File: src/two_wire_cfg.svh
`ifndef TWO_WIRE_CFG_SVH
`define TWO_WIRE_CFG_SVH

// slave addresses picked by the three address straps
`define ADDR_LOW_00 7'h61
`define ADDR_LOW_01 7'h62
`define ADDR_LOW_10 7'h64
`define ADDR_LOW_11 7'h65
`define ADDR_HIGH_PREFIX 5'h0B

// high-speed master code is 00001xxx
`define HS_CODE_PREFIX 5'h01

// bit counter value at the end of a byte
`define BYTE_BITS 4'h8

// write byte phases inside a word
`define PHASE_POINTER 2'h0
`define PHASE_HIGH 2'h1
`define PHASE_LOW 2'h2

// reset values
`define POINTER_RESET 8'h00
`define SNAPSHOT_RESET 16'h0000

// fastest bus: 3.4 Mbps gives about 294 ns per bit
`define HS_BIT_NS 294
`define CLK_NS 10
`define HS_BIT_CYCLES (`HS_BIT_NS / `CLK_NS)

`endif

File: src/two_wire_pkg.sv
package two_wire_pkg;

   // protocol states, one-hot
   typedef enum logic [5:0] {
      ST_IDLE = 6'h01,
      ST_ADDR = 6'h02,
      ST_SACK = 6'h04,
      ST_RX = 6'h08,
      ST_TX = 6'h10,
      ST_MACK = 6'h20
   } state_t;

   // one register write toward the register file
   typedef struct packed {
      logic valid;
      logic [7:0] addr;
      logic [15:0] data;
   } reg_write_t;

   // synchronised bus and strap levels
   typedef struct packed {
      logic scl;
      logic sda;
      logic sel;
      logic first;
      logic second;
      logic third;
   } pins_t;

endpackage

File: src/two_wire_register_slave.sv
`timescale 1ns/1ns
`include "two_wire_cfg.svh"

// Behaviour
// - strap low enables two-wire port; strap high enables the four-wire port instead.
// - only 7-bit addresses decode; no 10-bit or general call response.
// - slave address comes from the three address straps per the address table.
// - start is SDA falling while SCL high; it opens every transfer.
// - stop is SDA rising while SCL high; bus free, wait for start.
// - acknowledge only own address, holding SDA low through ninth clock.
// - each unit is eight data bits plus one acknowledge, unlimited count.
// - master code 00001xxx is recognised, not acknowledged, enters high-speed mode.
// - after repeated start run normally at high speed; stop leaves it.
// - an 8-bit pointer selects the register accessed by data bytes.
// - registers are 16 bits, moved high byte first then low byte.
// - write holds high byte; whole register updates when low byte arrives.
// - read snapshots the register at high byte, kept until low byte sent.
// - pointer never advances; set by write address plus one pointer byte.
// - write is start, address, pointer, high, low, stop; all bytes acknowledged.
// - pointer, high, low triples may repeat within one write transfer.
// - works at 100 kbps, 400 kbps and 3.4 Mbps.
// - device is slave only; never drives SCL or addresses.
// - read sets pointer, repeated start, read address, bytes until master nack.
module two_wire_register_slave (
   input wire logic clk,
   input wire logic resetn,
   input wire logic scl_in,
   input wire logic sda_in,
   output logic sda_out,
   output logic sda_oe,
   input wire logic iface_select_strap,
   input wire logic addr_strap_first,
   input wire logic addr_strap_second,
   input wire logic addr_strap_third,
   output logic four_wire_enable,
   output logic hs_mode,
   output logic [7:0] reg_addr,
   input wire logic [15:0] reg_rdata,
   output two_wire_pkg::reg_write_t reg_write
);

   two_wire_pkg::pins_t meta;
   two_wire_pkg::pins_t sync;
   two_wire_pkg::pins_t last;

   // two flops on every pin, then a third stage kept only for edge finding
   always_ff @(posedge clk) begin
      if (!resetn) begin
         meta <= '1;
         sync <= '1;
         last <= '1;
      end else begin
         meta <= {scl_in, sda_in, iface_select_strap, addr_strap_first,
                  addr_strap_second, addr_strap_third};
         sync <= meta;
         last <= sync;
      end
   end

   logic scl_rise;
   logic scl_fall;
   logic start_det;
   logic stop_det;
   logic [6:0] own_addr;

   // conditions seen on the synchronised lines; both lines share the same delay
   assign scl_rise = sync.scl & ~last.scl;
   assign scl_fall = ~sync.scl & last.scl;
   assign start_det = sync.scl & last.scl & last.sda & ~sync.sda;
   assign stop_det = sync.scl & last.scl & ~last.sda & sync.sda;

   // address lookup follows the strap table, not a plain concatenation
   always_comb begin
      if (sync.first) begin
         own_addr = {`ADDR_HIGH_PREFIX, sync.second, sync.third};
      end else begin
         unique case ({sync.second, sync.third})
            2'h0: own_addr = `ADDR_LOW_00;
            2'h1: own_addr = `ADDR_LOW_01;
            2'h2: own_addr = `ADDR_LOW_10;
            2'h3: own_addr = `ADDR_LOW_11;
         endcase
      end
   end

   two_wire_pkg::state_t state;
   two_wire_pkg::state_t next_state;
   logic [3:0] bit_cnt;
   logic [3:0] next_bit_cnt;
   logic [7:0] shift;
   logic [7:0] next_shift;
   logic read_dir;
   logic next_read_dir;
   logic [1:0] phase;
   logic [1:0] next_phase;
   logic [7:0] pointer;
   logic [7:0] next_pointer;
   logic [7:0] hold;
   logic [7:0] next_hold;
   logic [15:0] snapshot;
   logic [15:0] next_snapshot;
   logic tx_low;
   logic next_tx_low;
   logic next_sda_oe;
   logic next_hs_mode;
   logic next_four_wire;
   two_wire_pkg::reg_write_t next_reg_write;
   logic [7:0] tx_byte;
   logic hs_seen;
   logic addr_match;

   assign tx_byte = tx_low ? snapshot[7:0] : snapshot[15:8];
   // 10-bit prefixes and general call never equal a table address
   // decoded from the held shift value, not the next one, to avoid a loop through the engine
   assign addr_match = (shift[7:1] == own_addr);
   assign hs_seen = (shift[7:3] == `HS_CODE_PREFIX);

   // protocol engine: the device only ever pulls SDA low, SCL is never driven
   always_comb begin
      next_state = state;
      next_bit_cnt = bit_cnt;
      next_shift = shift;
      next_read_dir = read_dir;
      next_phase = phase;
      next_pointer = pointer;
      next_hold = hold;
      next_snapshot = snapshot;
      next_tx_low = tx_low;
      next_sda_oe = sda_oe;
      next_hs_mode = hs_mode;
      next_four_wire = sync.sel;
      next_reg_write = '0;
      if (scl_rise) begin
         next_shift = {shift[6:0], sync.sda};
      end
      if (sync.sel) begin
         // four-wire port selected: this port stays silent
         next_state = two_wire_pkg::ST_IDLE;
         next_sda_oe = 1'b0;
         next_phase = `PHASE_POINTER;
      end else if (stop_det) begin
         // bus free; an unpaired high byte is dropped here
         next_state = two_wire_pkg::ST_IDLE;
         next_sda_oe = 1'b0;
         next_hs_mode = 1'b0;
         next_phase = `PHASE_POINTER;
      end else if (start_det) begin
         // start or repeated start; speed mode is kept across repeats
         next_state = two_wire_pkg::ST_ADDR;
         next_bit_cnt = 4'h0;
         next_sda_oe = 1'b0;
         next_phase = `PHASE_POINTER;
         next_tx_low = 1'b0;
      end else begin
         unique case (state)
            two_wire_pkg::ST_IDLE: begin
               next_sda_oe = 1'b0;
            end
            two_wire_pkg::ST_ADDR: begin
               if (scl_rise) begin
                  next_bit_cnt = bit_cnt + 4'h1;
               end
               if (scl_fall && bit_cnt == `BYTE_BITS) begin
                  next_shift = shift;
                  if (addr_match) begin
                     next_state = two_wire_pkg::ST_SACK;
                     next_sda_oe = 1'b1;
                     next_read_dir = shift[0];
                  end else if (hs_seen) begin
                     // master code: no acknowledge, switch speed
                     next_hs_mode = 1'b1;
                     next_state = two_wire_pkg::ST_IDLE;
                  end else begin
                     next_state = two_wire_pkg::ST_IDLE;
                  end
               end
            end
            two_wire_pkg::ST_SACK: begin
               // low held from the eighth fall to the ninth fall
               if (scl_fall) begin
                  next_bit_cnt = 4'h0;
                  if (read_dir) begin
                     next_state = two_wire_pkg::ST_TX;
                     next_snapshot = reg_rdata;
                     next_tx_low = 1'b0;
                     next_sda_oe = ~reg_rdata[15];
                  end else begin
                     next_state = two_wire_pkg::ST_RX;
                     next_sda_oe = 1'b0;
                  end
               end
            end
            two_wire_pkg::ST_RX: begin
               if (scl_rise) begin
                  next_bit_cnt = bit_cnt + 4'h1;
               end
               if (scl_fall && bit_cnt == `BYTE_BITS) begin
                  next_shift = shift;
                  next_state = two_wire_pkg::ST_SACK;
                  next_sda_oe = 1'b1;
                  unique case (phase)
                     `PHASE_POINTER: begin
                        next_pointer = shift;
                        next_phase = `PHASE_HIGH;
                     end
                     `PHASE_HIGH: begin
                        next_hold = shift;
                        next_phase = `PHASE_LOW;
                     end
                     default: begin
                        // whole word lands at once; next byte is a pointer again
                        next_reg_write.valid = 1'b1;
                        next_reg_write.addr = pointer;
                        next_reg_write.data = {hold, shift};
                        next_phase = `PHASE_POINTER;
                     end
                  endcase
               end
            end
            two_wire_pkg::ST_TX: begin
               if (scl_rise) begin
                  next_bit_cnt = bit_cnt + 4'h1;
               end
               if (scl_fall) begin
                  if (bit_cnt == `BYTE_BITS) begin
                     next_state = two_wire_pkg::ST_MACK;
                     next_sda_oe = 1'b0;
                  end else begin
                     next_sda_oe = ~tx_byte[3'h7 - bit_cnt[2:0]];
                  end
               end
            end
            two_wire_pkg::ST_MACK: begin
               if (scl_rise && sync.sda) begin
                  // master nack ends the read; wait for stop or start
                  next_state = two_wire_pkg::ST_IDLE;
               end else if (scl_fall) begin
                  next_bit_cnt = 4'h0;
                  next_state = two_wire_pkg::ST_TX;
                  if (tx_low) begin
                     // same register again: fresh snapshot
                     next_tx_low = 1'b0;
                     next_snapshot = reg_rdata;
                     next_sda_oe = ~reg_rdata[15];
                  end else begin
                     next_tx_low = 1'b1;
                     next_sda_oe = ~snapshot[7];
                  end
               end
            end
            default: begin
               next_state = two_wire_pkg::ST_IDLE;
               next_sda_oe = 1'b0;
            end
         endcase
      end
   end

   // registers of the protocol engine; edge handling at 10 ns keeps 3.4 Mbps
   always_ff @(posedge clk) begin
      if (!resetn) begin
         state <= two_wire_pkg::ST_IDLE;
         bit_cnt <= 4'h0;
         shift <= 8'h00;
         read_dir <= 1'b0;
         phase <= `PHASE_POINTER;
         pointer <= `POINTER_RESET;
         hold <= 8'h00;
         snapshot <= `SNAPSHOT_RESET;
         tx_low <= 1'b0;
         sda_oe <= 1'b0;
         sda_out <= 1'b0;
         hs_mode <= 1'b0;
         four_wire_enable <= 1'b0;
         reg_addr <= `POINTER_RESET;
         reg_write <= '0;
      end else begin
         state <= next_state;
         bit_cnt <= next_bit_cnt;
         shift <= next_shift;
         read_dir <= next_read_dir;
         phase <= next_phase;
         pointer <= next_pointer;
         hold <= next_hold;
         snapshot <= next_snapshot;
         tx_low <= next_tx_low;
         sda_oe <= next_sda_oe;
         sda_out <= 1'b0;
         hs_mode <= next_hs_mode;
         four_wire_enable <= next_four_wire;
         reg_addr <= next_pointer;
         reg_write <= next_reg_write;
      end
   end
endmodule

File: config.mk
export PLATFORM = sky130hd
export DESIGN_NAME = two_wire_register_slave
export DESIGN_NICKNAME = d
export VERILOG_FILES = /design/src/two_wire_pkg.sv /design/src/two_wire_register_slave.sv
export VERILOG_INCLUDE_DIRS = /design/src /design/src/src
export SDC_FILE = /design/constraint.sdc
export NUM_CORES = 1
export LEC_CHECK = 0
export ABC_AREA = 1
export BUFFER_PORTS_ARGS = -buffer_cell sky130_fd_sc_hd__buf_2
export CORE_MARGIN = 2
export CORE_UTILIZATION = 51
export CTS_CLUSTER_DIAMETER = 60
export DETAILED_ROUTE_END_ITERATION = 12
export PLACE_DENSITY = 0.76
export SYNTH_ARGS = -nofsm -noshare
export SYNTH_HDL_FRONTEND = slang
export SYNTH_SLANG_ARGS = --single-unit
export TNS_END_PERCENT = 30
File: constraint.sdc
create_clock -name clk -period 1.9 [get_ports clk]
set_clock_uncertainty 0.15 [all_clocks]
set_input_delay 0.095 -clock clk [delete_from_list [all_inputs] [get_ports clk]]
set_output_delay 0.095 -clock clk [all_outputs]
set_load 0.01 [all_outputs]
* Word level (Yosys, flattened, before mapping)
Index checks and enable logic that the tools add are counted.
Word-level totals: output and inout port bits 37, input port bits 24, register bits 96, word-level logic and storage cells 179
Cells by class: $add $sub $neg 2, reduce and logical (&&, ||, !) cells 28, order comparisons 1, equality and inequality tests 38, muxes and demuxes 59, bitwise gates (word level) 21
Operators with widths (number):
- $mux 16 | 5
- $mux 8 | 7
- $mux 6 | 7
- $pmux 6 s6 | 1
- $pmux 16 s2 | 1
- $pmux 7 s4 | 1
- $reduce_and 7->1 | 4
- $ne 3x3->1 const B | 9
- $mux 25 | 1
- $ne 2x2->1 const B | 12
- $reduce_and 6->1 | 4
- $mux 1 | 23
- $mux 4 | 4
- $not 1->1 | 14
- $pmux 4 s3 | 1
- $reduce_and 9->1 | 1
- $reduce_bool 2->1 | 4
- $reduce_or 8->1 | 1
- $and 1x1->1 | 7
- $eq 7x7->1 | 1
- $mux 7 | 1
- $eq 6x1->1 const B | 1
- $eq 6x2->1 const B | 1
- $eq 6x3->1 const B | 1
- 31 further kinds | 37

* Longest topological paths before layout
word-level depth 9, mapped depth 12, mapped depth without buffers 12

* Least setup slack after synthesis
OpenSTA, ideal clock, no wires.
kind register -> register, start point reg bit_cnt[0], end point reg hold[5], data arrival time 1.615 ns, stages on the path, launching flop included 11, setup time 0.119 ns, data required time 1.631 ns, path buffers 1, setup slack 0.015 ns, clock period less this slack 1.885 ns, cells stage by stage dfxtp_1 > inv_1 > ha_1 > nand2_1 > nor2_1 > nand2_2 > nor2_4 > nand4_2 > buf_2 > o21ai_1 > a21oi_1
On the way: longest elaborated chain between the ends 3
RTL lines:
- start, declared | RTL line two_wire_register_slave.sv:88 | logic [3:0] bit_cnt;
- start signal, assigned | RTL line two_wire_register_slave.sv:279 | bit_cnt <= next_bit_cnt;
- $eq 4x4->1 (no line)
- $logic_and 1x1->1 (no line)
- $reduce_and 6->1 (no line)
- end signal, assigned | RTL line two_wire_register_slave.sv:284 | hold <= next_hold;
- end, declared | RTL line two_wire_register_slave.sv:98 | logic [7:0] hold;
Every way passes these cells. A chain may end at the register's enable or synchronous reset.

* Worst setup path in the final report
start point reg last[5] (netlist name), end point reg bit_cnt[0]
On the way: longest elaborated chain between the ends 5, elaborated cells between the ends (all ways) 18, those cells by class eq/ne: 2; mux: 4; bitwise: 9; reduce/logical: 3
RTL lines:
- start, declared | RTL line two_wire_register_slave.sv:44 | two_wire_pkg::pins_t last;
- start signal, assigned | RTL line two_wire_register_slave.sv:56 | last <= sync;
- $and 1x1->1 (tied with other cells) | RTL line two_wire_register_slave.sv:69, two_wire_register_slave.sv:70
- $and 1x1->1 (tied with other cells) (2 in a row) | RTL line two_wire_register_slave.sv:69 | assign start_det = sync.scl & last.scl & last.sda & ~sync.sda;
- $ne 3x3->1 (no line) (tied with other cells)
- $reduce_and 5->1 (no line) or $mux 4 (tied branches)
Several ways; a longest one is shown, not always the timed one. The select of a mux whose other input is x is not followed.

==> impl_metrics.toml <==
[placed_design]
dp_slack_ps = -28.90
place_congestion = 0.8854
io_buffer_count = 59
dpl.hpwl_um = 6058

[sta]
hold_violations = 0
maxClockFrequency_mhz = 558.3
fin_ws_ps = 108.8
rsz0062_at_grt = "yes"
final_max_slew_viol_count = 0
whs_ps = 35.36
period_minus_slack_ps = 1791
finalCritPeriodShare_pct = 94.28
setup_viol = 0

[clocking]
cts_buffers = 9
insertion_delay_ps = 370
cts_buffer_depth = 2
clock-sinks = 96
h-tree-depth = 3
cts_tree = "done"
cts_root_buf = "clkbuf_8"
clk_pin_slew_worst_paths_ps = 100

[floorplanning]
dieArea_sq_mm = 0.008481
fp-row-count = 32
coreArea_sq_mm = 0.007607
chipHeight_um = 92.09
initial_core_util_pct = 52.02
chipWidth_um = 92.09
io-pin-count = 61

[synth]
syn_nets = 541
synthesis.area_sq_mm = 0.003958
ys_seq_area_share_pct = 48.56
yosysUniqueCellTypes = 37
ys_warn_count = 0
synthCells = 514
ys_ff_latch = 96
synth.avg_cell_area_sq_um = 7.700

[cells_and_area]
drive_gt1_share_pct = 25.24
final_util_pct = 65.79
fillCellCount = 644
nNetsFinal = 644
n_antenna_cell = 0
syn_to_final_growth_pct = 26.46

[detailed_routing]
ant_nets = 0
drt_drc_violations_left = 0
post_drt_wl_per_cell_um = 12.11
vias = 3594
finalWirelength_um = 8770
first_pass_iters = 5
drt_iter0_markers = 209
routed_via_density = 4.964

[setup_path]
path_common_cell = "nor2_1"
crit_slowest_cell = "dfxtp_1"
crit_fanout = 8
worstPathArrival_ps = 1900
cp.depth = 9
endpoint_kind = "register"
cpPeakStageDelay_ps = 420
reg2reg_slack_ps = 110
cp-start-kind = "register"
required_ps = 2010
crit_chain = "nand2_2 -> nor3_4 -> inv_2 -> nand2_1 -> nor2_1 -> nor2_4 -> nand3_2 -> a21oi_1 -> nor2_1"
crit_type = "register to register"
critical_path.top_delay_family = "simple AND/OR/NAND/NOR gates"
r2r_cells = 9
crit_buf_inv = 1

[global_routing]
grt_pass1_wl_um = 14160
grt_max_degree = 48
grt_pass1_vias = 3292
antenna_found_initial = 0
overflow = 0
grt_usage_pct = 20.57

[min_path]
hold_path_depth = 5
hp-class = "input port to register"

[pwr]
p_per_area_mw_per_mm2 = 715.8
irDropWorstVdd_v = 0.0004536
power.leakage_nw = 2.188

[outcome]
status = "finished, final reports clean"

[run]
max-cap-violations = 0
## flip-flops by register name, summed over array words and instances, names as in the netlist
name              count
four_wire_enable      1
hold                  8
last                  2
sync                  5
snapshot             16
state                 6
read_dir              1
shift                 8
tx_low                1
pointer               8
reg_write            25
hs_mode               1
next_four_wire        1
phase                 2
meta                  6
bit_cnt               4
sda_oe                1
## where the power goes
part | internal (mW) | switching, mW | total, mW
registers | 2.03 | 0.0181 | 2.05
logic | 0.0927 | 0.0957 | 0.188
clock network | 0.528 | 0.816 | 1.34
total | 2.65 | 0.930 | 3.58
## cells by family (layout without fill, tap and decap cells)
| logic type | count (synthesis) | after routing | synth area share, % |
|---|---|---|---|
| AOI/OAI and AO/OA | 107 | 107 | 13.78 |
| buffers and inverters | 86 | 193 | 9.010 |
| and+or+nand+nor | 219 | 220 | 27.16 |
| DFF | 96 | 96 | 48.56 |
| adders and majority gates | 3 | 3 | 0.9486 |
| xor gates and xnor gates | 2 | 2 | 0.4427 |
| other | 1 | 1 | 0.09476 |
## metrics by stage
stage	instances	area [sq um]	setup TNS (ps)	power, mW
6_report	724	5005	0	3.582
5_1_grt	724	5005	-192.7	3.712
4_1_cts	713	4847	-145.9	3.583
3_5_place_dp	675	4419	-148.1	2.239
3_3_place_gp	675	4419	0	2.234
2_1_floorplan	514	3958	0	2.184
## worst paths after layout
check,from,to
worst min register to register,meta[4],sync[4]
worst max register to register,last[5],bit_cnt[0]
worst max-delay path,last[5],bit_cnt[0]
worst min-delay path,resetn,state[1]
## worst min-delay path, delay by kind of cell
family	cells	cell delay, ps
buf+inv	3	290
simple gates	2	120
## cells in the final DEF, fill, tap and decap left out, types with 2 or more instances in the layout
cell,synthesis,final
nand3b_1,2,2
nor2_4,7,11
a21oi_1,55,54
dfxtp_2,0,3
nand3_1,22,21
clkinv_8,0,2
nand4_4,1,3
nand2_1,74,73
inv_6,0,2
inv_2,7,6
o22ai_1,2,2
nand3_2,5,5
buf_4,2,25
nor2_1,74,70
a21oi_2,1,2
inv_8,0,2
nor3_1,4,4
ha_1,3,3
or2_2,12,12
dfxtp_1,96,93
o21ai_0,34,33
o21ai_1,14,15
dlygate4sd3_1,0,22
clkbuf_8,0,9
buf_2,3,59
nor2_2,4,4
nand4_1,5,5
nand2_2,3,4
inv_1,62,62
## layer usage
metal	GRT usage, %	share of wire [%]	up-vias
li1	-	-	1853
met1	24.84	44	1625
met2	36.46	49	99
met3	3.533	4.7	17
met4	7.836	1.9	0
met5	0	0	-
## cells in the mapped netlist (all sizes together)
library cell / number / area, sq um
nor2: 86 / 401.6
nor3: 5 / 36.29
inv: 69 / 259.0
nor3b: 1 / 7.510
xnor2: 1 / 8.760
dfxtp: 96 / 1922
o22ai: 2 / 12.51
nand2: 78 / 307.8
buf: 9 / 67.55
xor2: 1 / 8.760
a21oi: 56 / 284.0
or2: 12 / 75.07
clkinv: 1 / 3.750
nand4: 7 / 65.06
nor4: 1 / 6.260
nand3b: 2 / 15.01
clkbuf: 7 / 26.28
ha: 3 / 37.54
nand3: 27 / 160.2
o21ai: 49 / 249.0
conb: 1 / 3.750
## cell type report
class | instances | area [sq um] | area share [%]
Timing Repair Buffer | 107 | 723.2 | 14.45
Clock buffer | 9 | 123.9 | 2.475
Tap cell | 102 | 127.6 | 2.550
Multi-Input combinational cell | 333 | 1758 | 35.13
Inverter | 70 | 265.3 | 5.300
Clock inverter | 7 | 81.33 | 1.625
Sequential cell | 96 | 1926 | 38.48
## what timing repair did
action | in CTS | in global routing
gates cloned | 0 | 1
pin swaps | 0 | 7
hold buffers | 22 | 0
endpoints found under the hold margin | 22 | 0
gates resized for setup | 1 | 18
endpoints found under the setup margin | 8 | 66
setup buffers | 0 | 10
No activity file was read; power rests on OpenSTA's default activity.
